--- config.mk ---
export PLATFORM = sky130hd
export DESIGN_NAME = fvd_fault_detect
export DESIGN_NICKNAME = d
export VERILOG_FILES = /design/src/rtl/fvd_pkg.sv /design/src/rtl/fvd_chk_if.sv /design/src/rtl/fvd_seg_check.sv /design/src/rtl/fvd_fault_detect.sv
export SDC_FILE = /design/constraint.sdc
export NUM_CORES = 1
export LEC_CHECK = 0
export BUFFER_PORTS_ARGS = -buffer_cell sky130_fd_sc_hd__buf_2
export CAP_MARGIN = 20
export CORE_MARGIN = 2
export CORE_UTILIZATION = 48
export CTS_CLUSTER_SIZE = 20
export DETAILED_ROUTE_END_ITERATION = 8
export PLACE_DENSITY_LB_ADDON = 0.1
export SLEW_MARGIN = 10
export SYNTH_ARGS = -nofsm -noshare
export SYNTH_HDL_FRONTEND = slang
export SYNTH_SLANG_ARGS = --single-unit
--- constraint.sdc ---
create_clock -name sys_clk -period 2.2 [get_ports sys_clk]
set_clock_uncertainty 0.15 [all_clocks]
set_input_delay 0.11 -clock sys_clk [delete_from_list [all_inputs] [get_ports sys_clk]]
set_output_delay 0.11 -clock sys_clk [all_outputs]
set_load 0.005 [all_outputs]
--- src/rtl/fvd_pkg.sv ---
package fvd_pkg;

  // ------------------------------------------------------------
  // vectors
  // ------------------------------------------------------------
  localparam logic [7:0] VEC_DIVIDE = 8'h00;
  localparam logic [7:0] VEC_DEV_NA = 8'h07;
  localparam logic [7:0] VEC_DOUBLE = 8'h08;
  localparam logic [7:0] VEC_RESERVED = 8'h09;
  localparam logic [7:0] VEC_TASK_STATE = 8'h0A;
  localparam logic [7:0] VEC_NOT_PRESENT = 8'h0B;
  localparam logic [7:0] VEC_STACK = 8'h0C;
  localparam logic [7:0] VEC_GEN_PROT = 8'h0D;
  localparam logic [7:0] VEC_PAGE = 8'h0E;

  // ------------------------------------------------------------
  // error codes
  // ------------------------------------------------------------
  localparam logic [15:0] ERR_ZERO = 16'h0000;
  // selector index keeps index and table bit, drops the low two bits
  localparam logic [15:0] SEL_INDEX_MASK = 16'hFFFC;

  // ------------------------------------------------------------
  // enumerations
  // ------------------------------------------------------------
  typedef enum logic [2:0] {
    SEG_DATA = 3'b000,
    SEG_CODE = 3'b001,
    SEG_STACK = 3'b010,
    SEG_LDT = 3'b011,
    SEG_TSS = 3'b100,
    SEG_GATE = 3'b101
  } fvd_seg_kind_t;

  typedef enum logic [1:0] {
    CTX_LOAD = 2'b00,
    CTX_TASK_SWITCH = 2'b01,
    CTX_GATE_STACK = 2'b10
  } fvd_ctx_t;

  typedef enum logic [1:0] {
    IP_FAULT_INSTR = 2'b00,
    IP_NEW_TASK = 2'b01,
    IP_UNDEFINED = 2'b10
  } fvd_ip_t;

  typedef enum logic [2:0] {
    ST_IDLE = 3'b000,
    ST_BENIGN = 3'b001,
    ST_CONTRIB = 3'b010,
    ST_PAGE = 3'b011,
    ST_DF_XFER = 3'b100,
    ST_SHUTDOWN = 3'b101
  } fvd_state_t;

endpackage : fvd_pkg

--- src/rtl/fvd_chk_if.sv ---
`timescale 1ns/10ps
interface fvd_chk_if;
  fvd_pkg::fvd_seg_kind_t kind;
  fvd_pkg::fvd_ctx_t ctx;
  logic valid;
  logic [15:0] selector;
  logic outside;
  logic ldt_not_gdt;
  logic type_bad;
  logic present;
  logic conforming;
  logic [1:0] descriptor_privilege_level;
  logic [1:0] requested_privilege_level;
  logic [1:0] current_privilege_level;
  logic long_mode;
  logic before_load;
  logic hit;
  logic [7:0] vector;
  logic [15:0] err_code;
  fvd_pkg::fvd_ip_t ip_kind;

  modport req (
    output kind, ctx, valid, selector, outside, ldt_not_gdt, type_bad, present,
    output conforming, descriptor_privilege_level, requested_privilege_level, current_privilege_level, long_mode, before_load,
    input hit, vector, err_code, ip_kind
  );
  modport chk (
    input kind, ctx, valid, selector, outside, ldt_not_gdt, type_bad, present,
    input conforming, descriptor_privilege_level, requested_privilege_level, current_privilege_level, long_mode, before_load,
    output hit, vector, err_code, ip_kind
  );
endinterface : fvd_chk_if

--- src/rtl/fvd_seg_check.sv ---
`timescale 1ns/10ps
module fvd_seg_check (
  fvd_chk_if.chk c
);

  function automatic logic [15:0] sel_index(input logic [15:0] sel);
    sel_index = sel & fvd_pkg::SEL_INDEX_MASK;
  endfunction : sel_index

  logic task_ctx;
  logic ts_fail;
  logic priv_bad;

  always_comb begin
    task_ctx = (c.ctx == fvd_pkg::CTX_TASK_SWITCH) && !c.long_mode;
    priv_bad = c.conforming ? (c.descriptor_privilege_level > c.current_privilege_level) : (c.descriptor_privilege_level != c.current_privilege_level);
    ts_fail = 1'b0;
    c.hit = 1'b0;
    c.vector = fvd_pkg::VEC_GEN_PROT;
    c.err_code = sel_index(c.selector);
    c.ip_kind = fvd_pkg::IP_FAULT_INSTR;
    if (c.valid && c.ctx == fvd_pkg::CTX_GATE_STACK) begin
      // inner stack fetch through a gate, in any mode
      if (c.kind == fvd_pkg::SEG_TSS) begin
        ts_fail = c.outside;
      end else begin
        ts_fail = c.outside || (c.descriptor_privilege_level != c.current_privilege_level) || (c.requested_privilege_level != c.current_privilege_level) || c.type_bad;
      end
      c.hit = ts_fail;
      c.vector = fvd_pkg::VEC_TASK_STATE;
    end else if (c.valid && task_ctx) begin
      case (c.kind)
        fvd_pkg::SEG_TSS: ts_fail = c.outside;
        fvd_pkg::SEG_LDT: begin
          ts_fail = c.ldt_not_gdt || c.outside || c.type_bad || !c.present;
        end
        fvd_pkg::SEG_CODE: ts_fail = c.outside || priv_bad || c.type_bad;
        fvd_pkg::SEG_DATA: ts_fail = c.outside || c.type_bad;
        fvd_pkg::SEG_STACK: begin
          ts_fail = c.outside || (c.descriptor_privilege_level != c.current_privilege_level) || (c.requested_privilege_level != c.current_privilege_level) || c.type_bad;
        end
        default: ts_fail = c.outside;
      endcase
      if (ts_fail) begin
        c.hit = 1'b1;
        c.vector = fvd_pkg::VEC_TASK_STATE;
        // limit check on the old state faults before any selector is loaded
        c.ip_kind = c.before_load ? fvd_pkg::IP_FAULT_INSTR : fvd_pkg::IP_NEW_TASK;
      end else if (!c.present) begin
        c.hit = 1'b1;
        c.vector = (c.kind == fvd_pkg::SEG_STACK) ? fvd_pkg::VEC_STACK
                                                  : fvd_pkg::VEC_NOT_PRESENT;
        c.ip_kind = fvd_pkg::IP_NEW_TASK;
      end
    end else if (c.valid && c.ctx == fvd_pkg::CTX_LOAD) begin
      if (c.outside || c.type_bad || (c.kind == fvd_pkg::SEG_CODE && priv_bad)) begin
        c.hit = 1'b1;
        c.vector = fvd_pkg::VEC_GEN_PROT;
      end else if (!c.present) begin
        c.hit = 1'b1;
        c.vector = (c.kind == fvd_pkg::SEG_STACK) ? fvd_pkg::VEC_STACK
                                                  : fvd_pkg::VEC_NOT_PRESENT;
      end
    end
  end

endmodule : fvd_seg_check

--- src/rtl/fvd_fault_detect.sv ---
`timescale 1ns/10ps
module fvd_fault_detect (
  // clock and reset
  input wire logic sys_clk,
  input wire logic sys_rst,
  // control register bits
  input wire logic monitor_coprocessor_bit,
  input wire logic emulate_float_bit,
  input wire logic task_switched_bit,
  input wire logic long_mode,
  // instruction execution
  input wire logic instr_valid,
  input wire logic float_instr,
  input wire logic float_wait_instruction,
  input wire logic media_instr,
  input wire logic float_operand_fault,
  // segment loading
  input wire logic seg_valid,
  input wire fvd_pkg::fvd_seg_kind_t seg_kind,
  input wire fvd_pkg::fvd_ctx_t seg_ctx,
  input wire logic [15:0] seg_selector,
  input wire logic seg_outside,
  input wire logic seg_ldt_not_gdt,
  input wire logic seg_type_bad,
  input wire logic seg_present,
  input wire logic seg_conforming,
  input wire logic [1:0] seg_dpl,
  input wire logic [1:0] seg_rpl,
  input wire logic [1:0] seg_cpl,
  input wire logic seg_before_load,
  // other exceptions
  input wire logic ext_valid,
  input wire logic [7:0] ext_vector,
  input wire logic ext_err_valid,
  input wire logic [15:0] ext_err_code,
  // delivery and restart
  input wire logic deliver_done,
  input wire logic nmi,
  input wire logic nmi_handler_active,
  input wire logic init,
  // exception out
  output logic exc_valid,
  output logic [7:0] exc_vector,
  output logic exc_err_valid,
  output logic [15:0] exc_err_code,
  output fvd_pkg::fvd_ip_t exc_ip_kind,
  output logic shutdown
);

  // ------------------------------------------------------------
  // classification
  // ------------------------------------------------------------
  function automatic logic is_contrib(input logic [7:0] v);
    is_contrib = (v == fvd_pkg::VEC_DIVIDE) || (v == fvd_pkg::VEC_TASK_STATE) ||
                 (v == fvd_pkg::VEC_NOT_PRESENT) || (v == fvd_pkg::VEC_STACK) ||
                 (v == fvd_pkg::VEC_GEN_PROT);
  endfunction : is_contrib

  typedef struct packed {
    fvd_pkg::fvd_state_t st;
    logic nmi_block;
    logic shut;
    logic valid;
    logic [7:0] vector;
    logic err_valid;
    logic [15:0] err_code;
    fvd_pkg::fvd_ip_t ip_kind;
  } fvd_regs_t;

  fvd_regs_t r;
  fvd_regs_t next_r;

  fvd_chk_if chk ();

  assign chk.kind = seg_kind;
  assign chk.ctx = seg_ctx;
  assign chk.valid = seg_valid;
  assign chk.selector = seg_selector;
  assign chk.outside = seg_outside;
  assign chk.ldt_not_gdt = seg_ldt_not_gdt;
  assign chk.type_bad = seg_type_bad;
  assign chk.present = seg_present;
  assign chk.conforming = seg_conforming;
  assign chk.descriptor_privilege_level = seg_dpl;
  assign chk.requested_privilege_level = seg_rpl;
  assign chk.current_privilege_level = seg_cpl;
  assign chk.long_mode = long_mode;
  assign chk.before_load = seg_before_load;

  fvd_seg_check u_seg_check (
    .c(chk.chk)
  );

  // ------------------------------------------------------------
  // candidate exception
  // ------------------------------------------------------------
  logic dev_na;
  logic cand_valid;
  logic [7:0] cand_vector;
  logic cand_err_valid;
  logic [15:0] cand_err_code;
  fvd_pkg::fvd_ip_t cand_ip;

  always_comb begin
    dev_na = instr_valid && (
      (float_wait_instruction && monitor_coprocessor_bit && task_switched_bit) ||
      (float_instr && (emulate_float_bit || task_switched_bit)) ||
      (media_instr && task_switched_bit));
    cand_valid = 1'b1;
    cand_vector = fvd_pkg::VEC_GEN_PROT;
    cand_err_valid = 1'b1;
    cand_err_code = fvd_pkg::ERR_ZERO;
    cand_ip = fvd_pkg::IP_FAULT_INSTR;
    // segment checks win: they belong to the oldest operation in flight
    if (chk.hit) begin
      cand_vector = chk.vector;
      cand_err_code = chk.err_code;
      cand_ip = chk.ip_kind;
    end else if (instr_valid && float_operand_fault) begin
      cand_vector = fvd_pkg::VEC_GEN_PROT;
    end else if (dev_na) begin
      cand_vector = fvd_pkg::VEC_DEV_NA;
      cand_err_valid = 1'b0;
    end else if (ext_valid && ext_vector != fvd_pkg::VEC_RESERVED) begin
      cand_vector = ext_vector;
      cand_err_valid = ext_err_valid;
      cand_err_code = ext_err_code;
    end else begin
      cand_valid = 1'b0;
    end
  end

  // ------------------------------------------------------------
  // escalation
  // ------------------------------------------------------------
  logic cand_contrib;
  logic cand_page;
  logic escalate;

  always_comb begin
    cand_contrib = is_contrib(cand_vector);
    cand_page = (cand_vector == fvd_pkg::VEC_PAGE);
    escalate = ((r.st == fvd_pkg::ST_CONTRIB) && cand_contrib) ||
               ((r.st == fvd_pkg::ST_PAGE) && (cand_contrib || cand_page));
    next_r = r;
    next_r.valid = 1'b0;
    case (r.st)
      fvd_pkg::ST_SHUTDOWN: begin
        // held here until restart; nothing is delivered
        if (init || (nmi && !r.nmi_block)) begin
          next_r.st = fvd_pkg::ST_IDLE;
          next_r.nmi_block = 1'b0;
        end
      end
      fvd_pkg::ST_DF_XFER: begin
        if (cand_valid) begin
          next_r.st = fvd_pkg::ST_SHUTDOWN;
          next_r.nmi_block = nmi_handler_active;
        end else if (deliver_done) begin
          next_r.st = fvd_pkg::ST_IDLE;
        end
      end
      fvd_pkg::ST_IDLE, fvd_pkg::ST_BENIGN, fvd_pkg::ST_CONTRIB, fvd_pkg::ST_PAGE: begin
        if (cand_valid && escalate) begin
          next_r.st = fvd_pkg::ST_DF_XFER;
          next_r.valid = 1'b1;
          next_r.vector = fvd_pkg::VEC_DOUBLE;
          next_r.err_valid = 1'b1;
          next_r.err_code = fvd_pkg::ERR_ZERO;
          next_r.ip_kind = fvd_pkg::IP_UNDEFINED;
        end else if (cand_valid) begin
          // benign first event: the second simply follows it
          next_r.st = cand_page ? fvd_pkg::ST_PAGE :
                      cand_contrib ? fvd_pkg::ST_CONTRIB : fvd_pkg::ST_BENIGN;
          next_r.valid = 1'b1;
          next_r.vector = cand_vector;
          next_r.err_valid = cand_err_valid;
          next_r.err_code = cand_err_valid ? cand_err_code : fvd_pkg::ERR_ZERO;
          next_r.ip_kind = cand_ip;
        end else if (deliver_done) begin
          next_r.st = fvd_pkg::ST_IDLE;
        end
      end
      default: next_r.st = fvd_pkg::ST_IDLE;
    endcase
    // kept as its own flop so the pin needs no decode
    next_r.shut = (next_r.st == fvd_pkg::ST_SHUTDOWN);
  end

  always_ff @(posedge sys_clk or posedge sys_rst) begin
    if (sys_rst) begin
      r <= '{st: fvd_pkg::ST_IDLE, nmi_block: 1'b0, shut: 1'b0, valid: 1'b0,
             vector: fvd_pkg::VEC_DIVIDE, err_valid: 1'b0, err_code: fvd_pkg::ERR_ZERO,
             ip_kind: fvd_pkg::IP_FAULT_INSTR};
    end else begin
      r <= next_r;
    end
  end

  assign exc_valid = r.valid;
  assign exc_vector = r.vector;
  assign exc_err_valid = r.err_valid;
  assign exc_err_code = r.err_code;
  assign exc_ip_kind = r.ip_kind;
  assign shutdown = r.shut;

  // ------------------------------------------------------------
  // assertions
  // ------------------------------------------------------------
  logic live;
  assign live = (r.st != fvd_pkg::ST_DF_XFER) && (r.st != fvd_pkg::ST_SHUTDOWN) && !escalate;

  property p_nm_wait;
    @(posedge sys_clk) disable iff (sys_rst)
      exc_valid && exc_vector == fvd_pkg::VEC_DEV_NA && $past(float_wait_instruction)
      && !$past(float_instr) && !$past(media_instr)
      |-> $past(monitor_coprocessor_bit) && $past(task_switched_bit);
  endproperty
  a_nm_wait: assert property (p_nm_wait) else $error("wait fault without mp and ts");

  property p_nm_emulate;
    @(posedge sys_clk) disable iff (sys_rst)
      instr_valid && float_instr && emulate_float_bit && !chk.hit && !float_operand_fault && live
      |=> exc_valid && exc_vector == fvd_pkg::VEC_DEV_NA;
  endproperty
  a_nm_emulate: assert property (p_nm_emulate) else $error("emulate fault missing");

  property p_nm_media;
    @(posedge sys_clk) disable iff (sys_rst)
      instr_valid && media_instr && task_switched_bit && !chk.hit && !float_operand_fault && live
      |=> exc_valid && exc_vector == fvd_pkg::VEC_DEV_NA;
  endproperty
  a_nm_media: assert property (p_nm_media) else $error("media fault missing");

  property p_nm_noerr;
    @(posedge sys_clk) disable iff (sys_rst)
      exc_valid && exc_vector == fvd_pkg::VEC_DEV_NA
      |-> !exc_err_valid && exc_ip_kind == fvd_pkg::IP_FAULT_INSTR;
  endproperty
  a_nm_noerr: assert property (p_nm_noerr)
    else $error("device fault carries error code");

  property p_df_contrib;
    @(posedge sys_clk) disable iff (sys_rst)
      r.st == fvd_pkg::ST_CONTRIB && cand_valid && cand_contrib
      |=> exc_valid && exc_vector == fvd_pkg::VEC_DOUBLE ##1 !exc_valid;
  endproperty
  a_df_contrib: assert property (p_df_contrib)
    else $error("contributory pair not escalated");

  property p_df_page;
    @(posedge sys_clk) disable iff (sys_rst)
      r.st == fvd_pkg::ST_PAGE && cand_valid && (cand_contrib || cand_page)
      |=> exc_valid && exc_vector == fvd_pkg::VEC_DOUBLE;
  endproperty
  a_df_page: assert property (p_df_page) else $error("page fault pair not escalated");

  property p_benign_seq;
    @(posedge sys_clk) disable iff (sys_rst)
      r.st == fvd_pkg::ST_BENIGN && cand_valid
      |=> exc_valid && exc_vector == $past(cand_vector);
  endproperty
  a_benign_seq: assert property (p_benign_seq) else $error("benign first escalated");

  property p_shut;
    @(posedge sys_clk) disable iff (sys_rst)
      r.st == fvd_pkg::ST_DF_XFER && cand_valid |=> shutdown && !exc_valid;
  endproperty
  a_shut: assert property (p_shut) else $error("third fault did not shut down");

  property p_nmi_ignored;
    @(posedge sys_clk) disable iff (sys_rst)
      shutdown && r.nmi_block && !init |=> shutdown;
  endproperty
  a_nmi_ignored: assert property (p_nmi_ignored)
    else $error("nmi left blocked shutdown");

  property p_df_abort;
    @(posedge sys_clk) disable iff (sys_rst)
      exc_valid && exc_vector == fvd_pkg::VEC_DOUBLE
      |-> exc_err_valid && exc_err_code == fvd_pkg::ERR_ZERO
          && exc_ip_kind == fvd_pkg::IP_UNDEFINED;
  endproperty
  a_df_abort: assert property (p_df_abort) else $error("double fault code wrong");

  property p_no_reserved;
    @(posedge sys_clk) disable iff (sys_rst)
      exc_valid |-> exc_vector != fvd_pkg::VEC_RESERVED;
  endproperty
  a_no_reserved: assert property (p_no_reserved) else $error("reserved vector raised");

  property p_stack_absent;
    @(posedge sys_clk) disable iff (sys_rst)
      seg_valid && seg_ctx == fvd_pkg::CTX_LOAD && seg_kind == fvd_pkg::SEG_STACK
      && !seg_present && !seg_outside && !seg_type_bad && live
      |=> exc_valid && exc_vector == fvd_pkg::VEC_STACK
          && exc_err_code == ($past(seg_selector) & fvd_pkg::SEL_INDEX_MASK);
  endproperty
  a_stack_absent: assert property (p_stack_absent)
    else $error("absent stack not stack fault");

  property p_np_load;
    @(posedge sys_clk) disable iff (sys_rst)
      seg_valid && seg_ctx == fvd_pkg::CTX_LOAD && seg_kind == fvd_pkg::SEG_DATA
      && !seg_present && !seg_outside && !seg_type_bad && live
      |=> exc_valid && exc_vector == fvd_pkg::VEC_NOT_PRESENT
          && exc_ip_kind == fvd_pkg::IP_FAULT_INSTR
          && exc_err_code == ($past(seg_selector) & fvd_pkg::SEL_INDEX_MASK);
  endproperty
  a_np_load: assert property (p_np_load) else $error("absent data not flagged");

  property p_ts_gate;
    @(posedge sys_clk) disable iff (sys_rst)
      seg_valid && seg_ctx == fvd_pkg::CTX_GATE_STACK && seg_kind == fvd_pkg::SEG_STACK
      && seg_dpl != seg_cpl && live
      |=> exc_valid && exc_vector == fvd_pkg::VEC_TASK_STATE
          && exc_ip_kind == fvd_pkg::IP_FAULT_INSTR;
  endproperty
  a_ts_gate: assert property (p_ts_gate) else $error("gate stack fault wrong");

  property p_nm_float_ts;
    @(posedge sys_clk) disable iff (sys_rst)
      instr_valid && float_instr && task_switched_bit && !chk.hit && !float_operand_fault
      && live |=> exc_valid && exc_vector == fvd_pkg::VEC_DEV_NA;
  endproperty
  a_nm_float_ts: assert property (p_nm_float_ts) else $error("float fault missing");

  c_df: cover property (@(posedge sys_clk) disable iff (sys_rst)
    exc_valid && exc_vector == fvd_pkg::VEC_DOUBLE);
  c_shut_nmi: cover property (@(posedge sys_clk) disable iff (sys_rst)
    shutdown ##1 !shutdown);
  c_ts: cover property (@(posedge sys_clk) disable iff (sys_rst)
    exc_valid && exc_vector == fvd_pkg::VEC_TASK_STATE && exc_ip_kind == fvd_pkg::IP_NEW_TASK);

endmodule : fvd_fault_detect

======== Word level (Yosys, flattened, before mapping) ========
Index checks and enable logic that the tools add are counted.
operators by class
  equal/unequal tests ..................... 22
  reductions and logical operators ........ 48
  mux-type cells .......................... 54
  magnitude comparators ................... 1
operators by type and width
  kind                                                    number
  two-way mux 28 bit                                      3
  two-way mux 16 bit                                      5
  two-way mux 8 bit                                       10
  equality test 8 x 4 -> 1 bit (second input constant)    5
  two-way mux 1 bit                                       21
  logical OR 1 bit                                        20
  logical AND 1 bit                                       16
  two-way mux 3 bit                                       5
  equality test 3 x 2 -> 1 bit (second input constant)    4
  equality test 3 bit (second input constant)             4
  two-way mux 2 bit                                       6
  case mux 3 bit (3 select lines)                         1
  zero test 8 bit                                         1
  inequality test 8 x 4 -> 1 bit (second input constant)  1
  equality test 3 x 1 -> 1 bit (second input constant)    2
  zero test 3 bit                                         2
  two-way mux 4 bit                                       1
  inequality test 2 bit                                   2
  inequality test 2 bit (second input constant)           2
  case mux 1 bit (4 select lines)                         1
  nonzero test 2 bit                                      2
  OR reduction 4 bit                                      1
  zero test 1 bit                                         3
  AND reduction 3 bit                                     1
  6 further kinds                                         6
word-level totals
  logic and storage cells ................. 133
  register bits after elaboration ......... 33
  bits of input ports ..................... 75
  output and inout bits ................... 29

======== Depth between registers and ports, before layout ========
  depth after elaboration ................. 23
  depth in mapped cells ................... 12

======== Cells and area by module ========
Synthesis repeated with hierarchy kept, for this count alone.
second synthesis, totals
  cells, all modules ...................... 270
  area, all modules ....................... 2499.9 sq um
modules (own cells, without submodules)
  module            times used  area an instance (sq um)  cells each
  fvd_fault_detect  1           2049.5                    204
  fvd_seg_check     1           450.4                     66

======== Least setup slack after synthesis ========
No wires, ideal clock.
  path kind ............................... input port to flip-flop
  start ................................... input seg_cpl[1]
  end ..................................... register r[32] (netlist bit)
  setup time .............................. 131 ps
  stages .................................. 10
  setup slack ............................. -669 ps
  data arrival time ....................... 2588 ps
  buffers on the path ..................... 0
  path through ............................ inv_1 ha_1 nor2b_1 o311ai_4 o31ai_1 a221o_1 or4_1 a41oi_2 a211oi_2 or3_1
RTL lines
  item                  RTL line                 source
  start, declared       fvd_fault_detect.sv:29   input wire logic [1:0] seg_cpl,
  end signal, assigned  fvd_fault_detect.sv:192  r <= '{st: fvd_pkg::ST_IDLE, nmi_block: 1'b0, shut: 1'b0, valid: 1'b0,
  end signal, assigned  fvd_fault_detect.sv:196  r <= next_r;
  end, declared         fvd_fault_detect.sv:70   fvd_regs_t r;

==> results.ini <==
[worst_setup_path]
path_max_fanout = 5
path_delay_family = compound AO/OA/AOI/OAI gates
critPathMostFrequentCell = sky130_fd_sc_hd__buf_4
type_of_the_worst_setup_path = primary input to register
critical_path_arrival_ps = 2670
worstRegToRegCells = 6
worst_path_largest_cell_delay_ps = 510
critical_path_slowest_stage_cell = sky130_fd_sc_hd__or4_4
startpoint_type = primary input
reg2reg_setup_slack_ps = 320
endpoint_of_the_lowest_slack_register_to_register_path = exc_err_code[1]$_DFFE_PP0P_
critical_path_rt_ps = 2230
critical_path.endpoint_type = register
critical_path_buf_inv_count = 2
cp_cell_sequence = buf_4 -> ha_4 -> a211oi_4 -> o311ai_4 -> a21o_1 -> a221o_1 -> or4_4 -> a41oi_4 -> a21oi_4 -> buf_4 -> a221oi_2
reg2reg_from = r[30]$_DFF_PP0_

[cells_and_area]
final_cell_count_no_fill = 495
antenna-diode-count = 0
final_nets = 504
most_common_library_cell_in_the_layout_ignoring_fill_and_taps = sky130_fd_sc_hd__buf_2
layout_area_growth_over_synthesis_pct = 57.18
fin_area_um2 = 3766
fraction_of_final_layout_cells_sized_beyond_drive_strength_1_pct = 53.04
layout_common_cells = 98 x sky130_fd_sc_hd__buf_2, 64 x sky130_fd_sc_hd__buf_4, 37 x sky130_fd_sc_hd__nand2_1, 33 x sky130_fd_sc_hd__dfrtp_1, 26 x sky130_fd_sc_hd__a21oi_1

[timing]
final.period_utilization_pct = 120.2
final-max-slew-violation-count = 0
final-setup-viol-count = 26
worst-slew-pin-transition_ps = 414.7
hold-worst-slack_ps = 11.15
final_period_minus_worst_setup_slack_ps = 2645
finalHoldViolCount = 0
clock.fmax_mhz = 378.0
rsz0062_at_grt = yes
slew_headroom_pct = 72.35
final_critical_path_setup_slack_ps = -445.2
setup-tns-final_ps = -9930

[drt]
wl_met1_um = 2699
route.met3.wl_um = 308
post_drt_wl_per_cell_um = 13.60
vias_per_cell = 5.251
drc = 0
topRoutingLayerUsed = met4
first_pass_iters = 4
dr.first_iter.drc_count = 66
overall_via_count_from_detail_route = 2599
routed_wl_um = 6734
drt.antenna.violating_nets = 0
met2RoutedLength_um = 3645

[die]
floorplan.core_area_um2 = 4755
floorplan.initialDensity_pct = 50.39
fp.dieH_um = 74.65
fp-row-count = 25
design.die.area_um2 = 5573
floorplan.die.width_um = 74.65
ioPinCount = 104

[yosys]
synth_nets = 358
async_reset_ff_share_pct = 100.0
yosysTopAreaCell = sky130_fd_sc_hd__dfrtp_1
yosys_most_used_dff = sky130_fd_sc_hd__dfrtp_1
yosys-top-cells-area = sky130_fd_sc_hd__dfrtp_1 34%, sky130_fd_sc_hd__buf_4 8.1%, sky130_fd_sc_hd__a21oi_1 6.1%, sky130_fd_sc_hd__nand2_1 5.8%, sky130_fd_sc_hd__o31ai_1 5.3%
ys_seq_area_share_pct = 34.46
distinct_cell_type_count_of_the_synthesized_netlist = 57
synth_cells = 281
synthesis.area_um2 = 2396
synth_top_area_share_pct = 34.46
avgSynthCellArea_um2 = 8.527
synth_edf_count = 0
synth_seq_cells = 33
synthesis.yosys.warnings = 0

[grt]
grt_overflow = 0
grt_max_degree = 34
global_route.usage.total_pct = 24.41
grt_first_pass_wirelength_um = 10700
via_count_of_the_first_global_routing_pass = 2556
grt_antenna_before_repair = 0

[clocking]
worst_setup_hold_path_clk_slew_ps = 60
cts-root-to-sink-buffers = 2
cts_tree = built
root_buffer = sky130_fd_sc_hd__clkbuf_8
clk_latency_ps = 270
cts_buffers = 5
cts_max_level = 2
cts_sinks = 33

[status]
outcome = complete, but fails checks
failed_checks = negative setup slack

[hold_path]
holdPathEnd = exc_vector[5]$_DFFE_PP0P_
timing.hold.worst.start = ext_vector[5]
path_category_of_the_worst_min_delay_check = primary input to register
hold_depth = 4

[placed_design]
post_dp_cell_area_um2 = 3339
port-buffer-count = 101
dp.cells = 474
gp_congestion = 0.8486
detailed_place_hpwl_um = 5099

[power_and_ir_drop]
static-leakage-power_uw = 0.001916
vdd_drop_max_mv = 0.3295
power.density_nw_per_um2 = 730.5
p_total_uw = 2751

[flow_run]
drv_cap = 0

-- what timing repair did --
action	4_1_cts	5_1_grt
pin swaps	9	2
hold buffers	8	0
endpoints found under the hold margin	40	0
resized for setup	23	17
endpoints found under the setup margin	27	31
buffers inserted	2	3
-- state kept, by name, summed over array words and instances, names as in the netlist --
signal,flops
exc_err_code,16
exc_vector,8
r,4
exc_ip_kind,2
exc_err_valid,1
exc_valid,1
shutdown,1
-- worst max path at each step --
| stage | start | to | slack (ps) | cells past startpoint |
|---|---|---|---|---|
| after floorplan | seg_dpl[1] | r[31]$_DFF_PP0_ | -530 | 10 |
| after global placement | seg_cpl[0] | r[32]$_DFF_PP0_ | -780 | 11 |
| after detailed placement | seg_cpl[0] | exc_err_code[15]$_DFFE_PP0P_ | -840 | 11 |
| after CTS | seg_cpl[1] | exc_err_code[12]$_DFFE_PP0P_ | -420 | 12 |
| after global routing | seg_cpl[1] | exc_err_code[10]$_DFFE_PP0P_ | -490 | 12 |
| final | seg_cpl[0] | r[31]$_DFF_PP0_ | -450 | 11 |
-- cell families (layout without fill, tap and decap cells) --
group	after synthesis	in the layout	share of synthesized area, %
AND/OR/NAND/NOR	105	105	22.92
AO/OA/AOI/OAI	88	88	27.83
buffers and inverters	50	197	12.58
flip-flops	33	33	34.46
adder cells (fa/ha/maj)	2	2	1.044
XOR/XNOR	2	2	0.7312
multiplexers	1	1	0.4178
-- area by class of cell --
type	count	area [um^2]
multi-input cells	198	1525
repair buffers	179	1187
flip-flops and latches	33	825.8
fillers	339	988.4
clock inverters	1	5.005
inverters	10	42.54
clock buffers	7	96.34
well taps	67	83.83
-- Yosys cell counts (all sizes together), types with 2 or more instances --
cell	number
inv	10
or4	2
o31a	2
or3	3
a21boi	3
ha	2
a21oi	30
and2	5
nand3	10
o31ai	17
a21o	7
nand4	3
o21ai	5
xnor2	2
nor2	11
dfrtp	33
and3	15
nor3	3
buf	31
a211o	3
o211ai	2
nand2	37
nand2b	5
nand3b	2
o21bai	2
clkbuf	9
nor2b	4
a211oi	3
a31oi	2
-- worst reg2reg max path: cells and delay by family, from the launching register on --
kind / cells / cell delay (ps)
AO/OA/AOI/OAI: 4 / 820
flip-flops: 1 / 510
buffers and inverters: 2 / 300
-- layer usage --
metal,up-vias,GRT usage [%]
met5,-,0
met4,0,7.341
met3,6,3.481
met2,79,47.00
met1,1228,27.71
li1,1286,-
-- power breakdown --
part / switching, uW / internal [uW] / total [uW]
clock network: 205 / 282 / 488
logic: 658 / 709 / 1370
registers: 123 / 774 / 896
total: 986 / 1760 / 2750
-- stage by stage --
step | utilization [%] | setup WS [ps]
floorplan | - | -526.8
global placement | 70.24 | -784.0
detailed placement | 70.24 | -835.9
CTS | 76.74 | -420.0
global route | 79.21 | -492.0
finish | 79.21 | -445.2
No activity file was read; power rests on OpenSTA's default activity.
